==> src/sdcd_ms_tick.sv <==
/*
  Package of shared constants for the drive command deviation block,
  and the millisecond enable divider used by the command interpreter.
  Assumes a single 10 MHz clock and a synchronous active high reset.
*/

// ------------------------------------------------------------
// shared constants
// ------------------------------------------------------------
package sdcd_pkg;
  localparam int unsigned CLK_HZ         = 10_000_000;     // mclk rate
  localparam int unsigned MS_PER_S       = 1000;
  localparam int unsigned MS_CYC         = CLK_HZ / MS_PER_S; // cycles per ms
  localparam int unsigned POR_WIN_MS     = 500;            // slow cominit window after power-on
  localparam int unsigned CR_LIMIT_MS    = 10;             // normal cominit answer limit
  localparam int unsigned CR_RESP_CYC    = 16;             // our cominit delay, far below limit
  localparam logic [15:0] CCTL_MIN_MS    = 16'h0032;       // 50 ms completion limit floor
  localparam logic [15:0] ERC_MIN_100MS  = 16'h0041;       // 6.5 s in 100 ms units
  localparam logic [7:0]  CMD_CHK_PWR    = 8'hE5;          // power-mode query
  localparam logic [7:0]  CMD_DL_PIO     = 8'h92;          // microcode download
  localparam logic [7:0]  CMD_DL_DMA     = 8'h93;          // microcode download, dma form
  localparam logic [7:0]  CMD_RD_STREAM  = 8'h2A;          // streaming read
  localparam logic [7:0]  CMD_WR_STREAM  = 8'h3A;          // streaming write
  localparam logic [7:0]  PWR_STANDBY    = 8'h00;          // count answer in standby
  localparam logic [7:0]  PWR_EPC_IDLE   = 8'h80;          // answer with epc enabled
  localparam logic [7:0]  PWR_ACTIVE     = 8'hFF;          // answer with epc disabled
  localparam logic [7:0]  SC_RESET       = 8'h00;
  localparam int unsigned MSW            = 16;             // ms counter width
  localparam int unsigned CRW            = 5;              // cominit delay counter width
endpackage

`timescale 1ns/1ps

// ------------------------------------------------------------
// millisecond enable divider
// ------------------------------------------------------------
module sdcd_ms_tick #(
  parameter int unsigned TICK_CYC = sdcd_pkg::MS_CYC     // cycles per tick
) (
  input  wire logic mclk,     // system clock
  input  wire logic sys_rst,  // synchronous reset
  output logic      tick_q    // one-cycle pulse per ms
);
  import sdcd_pkg::*;

  logic [23:0] cnt_q;

  // free running divider, pulses on wrap
  always_ff @(posedge mclk) begin
    if (sys_rst) begin
      cnt_q  <= 24'h000000;
      tick_q <= 1'b0;
    end else if (cnt_q == 24'(TICK_CYC - 1)) begin
      cnt_q  <= 24'h000000;
      tick_q <= 1'b1;
    end else begin
      cnt_q  <= cnt_q + 24'h000001;
      tick_q <= 1'b0;
    end
  end
endmodule

==> src/sdcd_core.sv <==
/*
  Command interpreter of the drive: power-mode query answer, microcode
  download refusal, streaming and error-recovery time limits, and the
  link reset answer. Assumes commands arrive as one-cycle strobes with
  their parameters valid in the same cycle; the power-on reset is sys_rst.
*/
// Function
// with extended power conditions off the power-mode query answers FFh in the count instead of 80h.
// a link reset is handled differently from power-on: it aborts the command but keeps power-on state.
// both microcode download forms are aborted while security is locked.
// within 500 ms of power-on the cominit answer to a link reset may be later than 10 ms.
// in standby a streaming command does not complete before the spindle is at speed.
// a streaming completion limit under 50 ms is raised to 50 ms.
// in standby a command with an error-recovery limit waits for the spindle before completing.
// an error-recovery limit under 6.5 s aborts the command.
// the host sets busy and sends a frame on command write, soft reset change or link reset request; the host model sends no frame on a soft reset change.

`timescale 1ns/1ps

module sdcd_core import sdcd_pkg::*; #(
  parameter int unsigned TICK_CYC = MS_CYC               // cycles per ms
) (
  input  wire logic       mclk,             // 10 MHz clock
  input  wire logic       sys_rst,          // power-on reset, sync high
  input  wire logic       cmd_strobe,       // new command frame (host side)
  input  wire logic [7:0] cmd_code,         // command code
  input  wire logic [15:0] cmd_cctl_ms,     // completion limit, ms
  input  wire logic       cmd_erc_en,       // error-recovery limit given
  input  wire logic [15:0] cmd_erc_limit,   // recovery limit, 100 ms units
  input  wire logic       epc_enabled,      // extended power conditions on
  input  wire logic       security_locked,  // security locked mode
  input  wire logic       standby_mode,     // drive in standby
  input  wire logic       spindle_at_speed, // spindle at operating speed
  input  wire logic       comreset_req,     // link reset received
  output logic            cmd_busy,         // command in progress
  output logic            cmd_done,         // completion pulse
  output logic            cmd_abort,        // abort flag with done
  output logic            cmd_late,         // finished past its limit
  output logic [7:0]      sect_count,       // count register answer
  output logic            cominit_out,      // cominit pulse
  output logic            link_rst_seen     // last reset was a link reset
);
  import sdcd_pkg::*;

  // ------------------------------------------------------------
  // state
  // ------------------------------------------------------------
  typedef enum logic [1:0] {
    SDCD_IDLE = 2'b01,
    SDCD_EXEC = 2'b10
  } sdcd_st_t;

  typedef struct packed {
    sdcd_st_t          st;
    logic              wait_spin;  // spin-up hold latched at issue
    logic [MSW-1:0]    lim_ms;     // effective limit in ms
    logic [MSW-1:0]    run_ms;     // elapsed ms of the command
    logic              busy;
    logic              done;
    logic              abort;
    logic              late;
    logic [7:0]        sc;
    logic              por_win;    // inside slow cominit window
    logic [9:0]        por_ms;
    logic              cr_pend;
    logic [CRW-1:0]    cr_cnt;
    logic              cominit;
    logic              link_rst;
  } sdcd_state_t;

  sdcd_state_t s_q, s_d;
  logic        tick;
  logic        is_stream;
  logic        is_dl;

  sdcd_ms_tick #(.TICK_CYC(TICK_CYC)) u_tick (
    .mclk    (mclk),
    .sys_rst (sys_rst),
    .tick_q  (tick)
  );

  assign is_stream = (cmd_code == CMD_RD_STREAM) || (cmd_code == CMD_WR_STREAM);
  assign is_dl     = (cmd_code == CMD_DL_PIO) || (cmd_code == CMD_DL_DMA);

  // ------------------------------------------------------------
  // next state
  // ------------------------------------------------------------
  always_comb begin
    s_d       = s_q;
    s_d.done  = 1'b0;
    s_d.cominit = 1'b0;
    // power-on window counts only after sys_rst, never after a link reset
    if (s_q.por_win && tick) begin
      s_d.por_ms = s_q.por_ms + 10'h001;
      if (s_q.por_ms == 10'(POR_WIN_MS - 1)) begin
        s_d.por_win = 1'b0;
      end
    end
    // command sequencing; strobes are frames sent by the host
    case (s_q.st)
      SDCD_IDLE: begin
        if (cmd_strobe) begin
          s_d.abort = 1'b0;
          s_d.late  = 1'b0;
          s_d.run_ms = '0;
          if (is_dl && security_locked) begin
            s_d.done  = 1'b1;
            s_d.abort = 1'b1;
          end else if (cmd_erc_en && (cmd_erc_limit < ERC_MIN_100MS)) begin
            s_d.done  = 1'b1;
            s_d.abort = 1'b1;
          end else if (cmd_code == CMD_CHK_PWR) begin
            s_d.done = 1'b1;
            if (standby_mode) begin
              s_d.sc = PWR_STANDBY;
            end else if (epc_enabled) begin
              s_d.sc = PWR_EPC_IDLE;
            end else begin
              s_d.sc = PWR_ACTIVE;
            end
          end else begin
            s_d.st        = SDCD_EXEC;
            s_d.busy      = 1'b1;
            s_d.wait_spin = standby_mode;
            if (is_stream) begin
              s_d.lim_ms = (cmd_cctl_ms < CCTL_MIN_MS) ? CCTL_MIN_MS : cmd_cctl_ms;
            end else if (cmd_erc_en) begin
              s_d.lim_ms = MSW'({cmd_erc_limit, 7'h00} - {cmd_erc_limit, 5'h00}
                                + {cmd_erc_limit, 2'h0});
            end else begin
              s_d.lim_ms = '1;
            end
          end
        end
      end
      SDCD_EXEC: begin
        if (tick && (s_q.run_ms != '1)) begin
          s_d.run_ms = s_q.run_ms + 16'h0001;
        end
        // completion waits for spin-up even past the limit
        if (!s_q.wait_spin || spindle_at_speed) begin
          s_d.st   = SDCD_IDLE;
          s_d.busy = 1'b0;
          s_d.done = 1'b1;
          s_d.sc   = SC_RESET;
          s_d.late = (s_q.run_ms >= s_q.lim_ms);
        end
      end
      default: begin
        s_d.st = SDCD_IDLE;
      end
    endcase
    // link reset: drop the command, keep power-on state and window
    if (comreset_req) begin
      s_d.st       = SDCD_IDLE;
      s_d.busy     = 1'b0;
      s_d.done     = 1'b0;
      s_d.abort    = 1'b0;
      s_d.link_rst = 1'b1;
      s_d.cr_pend  = 1'b1;
      s_d.cr_cnt   = '0;
    end else if (s_q.cr_pend && !s_q.por_win) begin
      s_d.cr_cnt = s_q.cr_cnt + 5'h01;
      if (s_q.cr_cnt == CRW'(CR_RESP_CYC - 1)) begin
        s_d.cr_pend = 1'b0;
        s_d.cominit = 1'b1;
      end
    end
  end

  // ------------------------------------------------------------
  // state register
  // ------------------------------------------------------------
  always_ff @(posedge mclk) begin
    if (sys_rst) begin
      s_q         <= '0;
      s_q.st      <= SDCD_IDLE;
      s_q.sc      <= SC_RESET;
      s_q.por_win <= 1'b1;
    end else begin
      s_q <= s_d;
    end
  end

  assign cmd_busy      = s_q.busy;
  assign cmd_done      = s_q.done;
  assign cmd_abort     = s_q.abort;
  assign cmd_late      = s_q.late;
  assign sect_count    = s_q.sc;
  assign cominit_out   = s_q.cominit;
  assign link_rst_seen = s_q.link_rst;
endmodule

==> config.mk <==
export PLATFORM = sky130hd
export DESIGN_NAME = sdcd_core
export DESIGN_NICKNAME = d
export VERILOG_FILES = /design/src/sdcd_ms_tick.sv /design/src/sdcd_core.sv
export SDC_FILE = /design/constraint.sdc
export NUM_CORES = 1
export LEC_CHECK = 0
export BUFFER_PORTS_ARGS = -buffer_cell sky130_fd_sc_hd__buf_4
export CORE_UTILIZATION = 50
export DETAILED_ROUTE_END_ITERATION = 8
export GPL_TIMING_DRIVEN = 0
export MAX_ROUTING_LAYER = met4
export PLACE_DENSITY = 0.7
export SYNTH_ARGS = -nofsm -noshare
export SYNTH_HDL_FRONTEND = slang
export SYNTH_SLANG_ARGS = --single-unit
==> constraint.sdc <==
create_clock -name mclk -period 3.82 [get_ports mclk]
set_input_delay 0.764 -clock mclk [delete_from_list [all_inputs] [get_ports mclk]]
set_output_delay 0.764 -clock mclk [all_outputs]
set_load 0.005 [all_outputs]
== Yosys cells after proc, flatten, opt, wreduce, memory -nomap -nowiden ==
Cells that the tools add are included.

* Mux-type cells: 31
* Reduce and logical (&&, ||, !) cells: 25
* Bitwise operators: 4
* $add $sub $neg: 6
* Equal/unequal tests: 18
* $lt $le $gt $ge: 3

{| class="wikitable"
|+ Operator list
! cell !! count
|-
| 16-bit two-way mux || 4
|-
| 19-bit two-way mux || 3
|-
| 47-bit two-way mux || 1
|-
| 18-bit one-hot mux with 2 select lines || 1
|-
| 8-bit two-way mux || 4
|-
| 24-bit by 1-bit adder with 24-bit output (second input constant) || 1
|-
| 24-bit by 14-bit == test with 1-bit output (second input constant) || 1
|-
| 8-bit == test (second input constant) || 3
|-
| 9-bit one-hot mux with 2 select lines || 1
|-
| 16-bit by 1-bit adder with 16-bit output (second input constant) || 1
|-
| 16-bit adder || 1
|-
| 8-bit by 6-bit == test with 1-bit output (second input constant) || 2
|-
| 16-bit >= comparator || 1
|-
| 16-bit by 6-bit < comparator with 1-bit output (second input constant) || 1
|-
| 16-bit by 7-bit < comparator with 1-bit output (second input constant) || 1
|-
| 16-bit != test (second input constant) || 1
|-
| 16-bit subtractor || 1
|-
| 7-bit two-way mux || 2
|-
| 2-bit != test (second input constant) || 7
|-
| 6-bit AND reduction || 2
|-
| 10-bit by 1-bit adder with 10-bit output (second input constant) || 1
|-
| 10-bit by 9-bit == test with 1-bit output (second input constant) || 1
|-
| 5-bit AND reduction || 2
|-
| 1-bit two-way mux || 9
|-
| 17 further kinds || 35
|}

* Register bits: 91
* Bits of input ports: 49

== Longest topological paths before layout ==
Gate-level depths: netlist of run 1.

* Depth after elaboration: 9
* Depth in mapped cells: 10
* Mapped depth without buffers: 10

== Modules after synthesis ==
A second synthesis of run 1 with hierarchy kept.

* Cells, all modules: 670
* Area total of the unflattened synthesis: 5472.7 um2

{| class="wikitable"
|+ Modules (own cells, without submodules)
! module !! instances !! seq. area each (um2) !! area each (um2) !! cells an instance
|-
| sdcd_core || 1 || 1201.2 || 4344.2 || 541
|-
| sdcd_ms_tick || 1 || 500.5 || 1128.6 || 129
|}

== Least setup slack after synthesis of run 1 ==
OpenSTA, ideal clock, no wires.

* Path type: input to register
* Start point: input cmd_erc_limit[2]
* End point: register s_q[62] (netlist bit)
* Stages: 9
* Slack: 0.856 ns
* Buffers on the path: 0
* Arrival: 2.834 ns
* Cells stage by stage: inv_1 -> fa_1 -> ha_1 -> a21oi_1 -> a21oi_1 -> o31a_1 -> a211o_1 -> o311ai_1 -> o22ai_1

* Cells in the longest elaborated chain, start to end: 4
* Elaborated cells between the ends (all ways): 8
* Those cells by class: 2 x add/sub; 1 x order compare; 2 x mux; 1 x bitwise; 2 x reduce/logical

{| class="wikitable"
|+ Ends and longest elaborated chain
! element !! RTL line !! source
|-
| from (decl) || sdcd_core.sv:29 || <nowiki>input wire logic [15:0] cmd_erc_limit,</nowiki>
|-
| 16-bit subtractor or 16-bit by 7-bit < comparator with 1-bit output (tied branches) || sdcd_core.sv:128, sdcd_core.sv:109 ||
|-
| 16-bit adder or 1-bit logical AND (tied branches) || sdcd_core.sv:129, sdcd_core.sv:109 ||
|-
| 16-bit two-way mux or 1-bit NOT (tied branches) || n/a ||
|-
| 16-bit two-way mux or 5-bit AND reduction (tied branches) || n/a ||
|-
| to (decl) || sdcd_core.sv:71 || <nowiki>sdcd_state_t s_q, s_d;</nowiki>
|}

Parallel ways exist; a longest one is shown, timed or not.
A chain may end at the register's enable or synchronous reset.

== Worst setup path after layout of run 1 ==
Same ends and word-level chain as after synthesis.

==> impl_metrics.json, run 1 <==
{
  "p_per_area_nw_per_um2": 337,
  "cts_root_buf": "clkbuf_8",
  "worstPathCellList": "buf_4 -> inv_1 -> fa_1 -> ha_1 -> a21oi_1 -> a21oi_1 -> o31a_1 -> a211o_1 -> o311ai_1 -> o22ai_1",
  "place.gp.congestion": 0.931,
  "h-tree-depth": 3,
  "max_freq_mhz": 331,
  "period_needed_ns": 3.02,
  "drv_cap": 0,
  "critPathMaxStageDelay_ns": 0.45,
  "syn-num-nets": 746,
  "ys_async_sr_fraction_pct": 0,
  "fp.dieW_um": 106,
  "die_h_um": 106,
  "min_path_type": "flip-flop to flip-flop",
  "via_per_inst": 5.57,
  "hold-worst-slack_ns": 0.456,
  "met2_usage_pct": 39.2,
  "ff2ff_setup_slack_ns": 1.55,
  "ys_ff_latch": 85,
  "row_count": 37,
  "yosys-top-cells-count": "85 x dfxtp_1, 81 x nor2_1, 59 x inv_1",
  "ys_types": 78,
  "cpMostUsedCell": "a21oi_1",
  "grt_use_met3_pct": 3.68,
  "antenna_cells": 0,
  "synth_top_cell_by_area": "dfxtp_1",
  "worstPathRequired_ns": 4.04,
  "synth_area_um2": 5410,
  "final.setup.tns_ns": 0,
  "wl_per_cell_um": 14.4,
  "grt_usage_pct": 24.0,
  "setup_viol": 0,
  "drt_iter0_drc": 203,
  "coreArea_um2": 10400,
  "cp-end-kind": "flip-flop",
  "cp.arrival_ns": 3.24,
  "hold_buffers": 0,
  "dpl_cell_area_um2": 6030,
  "gr-total-overflow": 0,
  "relSlewSlack_pct": 55.3,
  "syn_avg_cell_area_um2": 8.30,
  "finalWirelength_um": 12500,
  "io_buffers": 61,
  "ff2ff_path_depth": 7,
  "grt_pass1_vias": 4658,
  "ctsResizeCount": 0,
  "postRouteAntennaNets": 0,
  "grt.busiest_layer": "met2",
  "initial_core_util_pct": 51.9,
  "p_leak_nw": 2.57,
  "synth.area.top_cells": "dfxtp_1 31%, ha_1 8.8%, nor2_1 5.6%, xnor2_1 4.2%, xor2_1 4.2%",
  "cts_setup_buffers": 0,
  "grt_max_degree": 15,
  "num_vias": 4811,
  "min_path_cells": 2,
  "layout-drive-gt1-share_pct": 15.4,
  "grt_pass1_wl_um": 21200,
  "layout.nets": 818,
  "status": "finished clean",
  "rsz0062_at_grt": "no",
  "slew_violations": 0,
  "path_max_fanout": 5,
  "netlist.area_leader.share_pct": 31.5,
  "max_slew.worst_pin.slew_ns": 0.665,
  "dieArea_um2": 11200,
  "ir_worst_vdd_mv": 0.156,
  "cts_tree": "yes",
  "finalHoldViolCount": 0,
  "r2r_end": "s_q[51]$_SDFFE_PP0P_",
  "path_clk_slew_ns": 0.08,
  "synthToLayoutAreaGrowth_pct": 16.0,
  "fin_crit_sh_pct": 79.0,
  "synth-edff-count": 0,
  "fin_skew_ns": 0.0109,
  "synth_cells": 651,
  "cts.path.max_buffers": 2,
  "hpwl_um": 9870,
  "synth_warnings": 0,
  "clock_latency_ns": 0.35,
  "cts_buffers": 9,
  "synth_flop_cell": "dfxtp_1",
  "cp-start-kind": "primary input",
  "ios": 63,
  "rr_startpoint": "s_q[65]$_SDFFE_PP0P_",
  "grt_antenna_before_repair": 0,
  "cpMaxStageDelayCell": "fa_1",
  "whs_endpoint": "s_q[48]$_SDFFE_PP0P_",
  "yosysMostFrequentCell": "dfxtp_1",
  "final_cell_area_um2": 6270,
  "worstHoldStart": "s_q[48]$_SDFFE_PP0P_",
  "grt_util_met1_pct": 30.3,
  "cts_sinks": 85,
  "path_class": "primary input to flip-flop",
  "ys_seq_area_share_pct": 31.5,
  "drc": 0,
  "drt_pass1_iterations": 5
}
## sequential cells by signal, summed over array words and instances, names as in the netlist
signal	count
sect_count	2
cmd_late	1
cmd_abort	1
u_tick.tick_q	1
link_rst_seen	1
s_q	52
cominit_out	1
cmd_busy	1
u_tick.cnt_q	24
cmd_done	1
## where the power goes
part           internal, W  switching [W]  leakage [nW]
combinational     0.000182       0.000247          1.76
sequential        0.000912      0.0000119         0.690
clock             0.000433       0.000328         0.121
## per-layer routing
layer / up-vias / routed length, µm
met5: - / 0
met4: 0 / 221
met3: 22 / 585
met2: 141 / 5940
met1: 2226 / 5720
li1: 2422 / -
## final cells by class
class	count	area (µm²)
clock inverters	6	111
flip-flops and latches	85	1700
plain buffers	28	156
multi-input cells	479	3330
well taps	136	170
repair buffers	61	458
fillers	928	4150
inverters	59	221
clock buffers	9	124
## cell usage in the layout, fill, tap and decap left out, drive strengths merged, types with 7 or more instances in the layout
| cell type | n |
|---|---|
| dfxtp | 85 |
| nor2 | 83 |
| buf | 78 |
| inv | 60 |
| nand2 | 41 |
| ha | 38 |
| a21oi | 36 |
| nand3 | 26 |
| xnor2 | 26 |
| xor2 | 26 |
| o21ai | 20 |
| clkbuf | 20 |
| nor3 | 19 |
| nand4 | 16 |
| a211oi | 12 |
| or3 | 12 |
| nor4 | 10 |
| and3 | 9 |
| nand2b | 9 |
| fa | 8 |
| a21o | 7 |
| a2111oi | 7 |
## stage by stage
stage | total power (W) | util, % | setup WS, ns | instances
6_report | 0.00211 | 60.2 | 0.800 | 863
5_1_grt | 0.00223 | 60.2 | 0.678 | 863
4_1_cts | 0.00213 | 60.2 | 0.844 | 863
3_5_place_dp | 0.00137 | 57.9 | 0.473 | 848
3_3_place_gp | 0.00136 | 57.9 | 0.487 | 848
2_1_floorplan | 0.00124 | - | 0.856 | 651
## worst max-delay path, delay by kind of cell
kind | cells | cell delay [ns]
buffers and inverters | 2 | 0.26
adder cells (fa/ha/maj) | 2 | 0.81
AO/OA/AOI/OAI | 6 | 1.40
## cell families (layout without fill, tap and decap cells)
| group | after synthesis | in the layout | share of synthesized area [%] |
|---|---|---|---|
| AO/OA/AOI/OAI | 125 | 125 | 16.7 |
| XOR/XNOR | 52 | 52 | 8.43 |
| adder cells (fa/ha/maj) | 46 | 46 | 11.8 |
| buffers and inverters | 87 | 163 | 6.99 |
| flip-flops | 85 | 85 | 31.5 |
| multiplexers | 4 | 4 | 0.764 |
| AND/OR/NAND/NOR | 252 | 252 | 23.9 |
## how the worst max path moves through the flow
| stage | endpoint | slack, ns | depth (start not counted) | start |
|---|---|---|---|---|
| 2_1_floorplan | s_q[62]$_SDFFE_PP0P_ | 0.86 | 9 | cmd_erc_limit[2] |
| 3_3_place_gp | s_q[62]$_SDFFE_PP0P_ | 0.49 | 10 | cmd_erc_limit[2] |
| 3_5_place_dp | s_q[62]$_SDFFE_PP0P_ | 0.47 | 10 | cmd_erc_limit[2] |
| 4_1_cts | s_q[62]$_SDFFE_PP0P_ | 0.84 | 10 | cmd_erc_limit[2] |
| 5_1_grt | s_q[62]$_SDFFE_PP0P_ | 0.68 | 10 | cmd_erc_limit[2] |
| 6_report | s_q[62]$_SDFFE_PP0P_ | 0.80 | 10 | cmd_erc_limit[2] |
Power figures use the tool's default switching activity.
==> run 2: changes to the inputs <==
==> constraint.sdc (replaced) <==
create_clock -name mclk -period 2.9 [get_ports mclk]
set_input_delay 0.58 -clock mclk [delete_from_list [all_inputs] [get_ports mclk]]
set_output_delay 0.58 -clock mclk [all_outputs]
set_load 0.005 [all_outputs]
==> impl_metrics.json, run 2 (synthesis results as in run 1) <==
{
  "status": "finished clean",
  "row_count": 37,
  "slew_violations": 0,
  "die_h_um": 106,
  "fp.dieW_um": 106,
  "ios": 63,
  "wl_met3_um": 605,
  "fin_util_pct": 60.3,
  "final_common_cell": "dfxtp_1",
  "drc": 0,
  "dr_wl_met2_um": 5970,
  "cts_setup_buffers": 0,
  "dieArea_um2": 11200,
  "coreArea_um2": 10400,
  "grt_max_degree": 15,
  "synthToLayoutAreaGrowth_pct": 16.3,
  "layout-drive-gt1-share_pct": 15.7,
  "io_buffers": 61,
  "max_slew.worst_pin.slew_ns": 0.665,
  "ir_worst_vdd_mv": 0.205,
  "grt_pass1_wl_um": 21200,
  "finalWirelength_um": 12500,
  "path_class": "primary input to flip-flop",
  "h-tree-depth": 3,
  "wl_met1_um": 5710,
  "worstPathRequired_ns": 3.12,
  "cp.arrival_ns": 2.96,
  "cts_tree": "yes",
  "hold_buffers": 0,
  "antenna_cells": 0,
  "drv_cap": 0,
  "ctsResizeCount": 0,
  "min_path_type": "flip-flop to flip-flop",
  "finalHoldViolCount": 0,
  "max_freq_mhz": 365,
  "fin_crit_sh_pct": 94.4,
  "cp-start-kind": "primary input",
  "gr-total-overflow": 0,
  "period_needed_ns": 2.74,
  "dpl_cell_area_um2": 6030,
  "p_leak_nw": 2.57,
  "p_per_area_nw_per_um2": 444,
  "hpwl_um": 9870,
  "path_clk_slew_ns": 0.08,
  "cts.path.max_buffers": 2,
  "total_power_w": 0.00279,
  "path_max_fanout": 4,
  "final_cell_mix": "85 x dfxtp_1, 81 x nor2_1, 69 x buf_4",
  "cts_buffers": 9,
  "topRoutingLayerUsed": "met4",
  "rsz0062_at_grt": "no",
  "largest_register_ffs": 52,
  "drt_pass1_iterations": 5,
  "place.gp.congestion": 0.931,
  "regMostFlops": "s_q",
  "ff2ff_setup_slack_ns": 0.64,
  "num_vias": 4847,
  "wl_per_cell_um": 14.5,
  "cts_sinks": 85,
  "setup_viol": 0,
  "cp-end-kind": "flip-flop",
  "drt_iter0_drc": 221,
  "grt_antenna_before_repair": 0,
  "final_cell_area_um2": 6280,
  "layout.nets": 818,
  "clock_latency_ns": 0.35,
  "initial_core_util_pct": 51.9,
  "postRouteAntennaNets": 0,
  "relSlewSlack_pct": 55.3,
  "grt_usage_pct": 24.0,
  "cts_root_buf": "clkbuf_8",
  "fin_skew_ns": 0.0102,
  "via_per_inst": 5.62,
  "grt_pass1_vias": 4658
}
run 2: power by group:
part	switching [W]	leakage (nW)	internal [W]	total (W)
logic	0.000329	1.76	0.000244	0.000573
registers	0.0000158	0.690	0.00120	0.00122
clock network	0.000430	0.121	0.000571	0.00100
total	0.000775	2.57	0.00202	0.00279
run 2: area by class of cell:
class / instances / area [µm²]
Fill cell: 926 / 4130
Tap cell: 136 / 170
Multi-Input combinational cell: 479 / 3340
Buffer: 28 / 156
Sequential cell: 85 / 1700
Inverter: 59 / 221
Timing Repair Buffer: 61 / 458
Clock buffer: 9 / 124
Clock inverter: 6 / 111
run 2: routing by layer:
layer | GRT usage (%) | vias to the layer above
li1 | - | 2422
met1 | 30.3 | 2260
met2 | 39.2 | 143
met3 | 3.68 | 22
met4 | 8.53 | 0
met5 | - | -
run 2: path summary, 6_finish.rpt:
path | start | endpoint | cells after the start
setup / recovery | cmd_erc_limit[1] | s_q[62]$_SDFFE_PP0P_ | 11
setup reg to reg | s_q[65]$_SDFFE_PP0P_ | s_q[57]$_SDFFE_PP0P_ | 7
hold reg to reg | s_q[48]$_SDFFE_PP0P_ | s_q[48]$_SDFFE_PP0P_ | 2
hold / removal | s_q[48]$_SDFFE_PP0P_ | s_q[48]$_SDFFE_PP0P_ | 2
run 2: worst max-delay path: stages:
cell and delay, ns:
buf_4 0.09, inv_1 0.09, fa_1 0.55, inv_1 0.04, ha_1 0.31, inv_1 0.18, a21oi_1 0.11, o31a_1 0.34
a211o_1 0.29, o311ai_1 0.28, o22ai_1 0.10
run 2: through the flow:
stage               TNS [ns]  setup WS [ns]  hold WS, ns  cells
detailed placement    -0.482         -0.263        0.446    848
global route               0         0.0392        0.468    863
floorplan                  0          0.120        0.427    651
finish                     0          0.163        0.456    863
CTS                        0          0.108        0.451    863
global placement      -0.476         -0.249        0.439    848
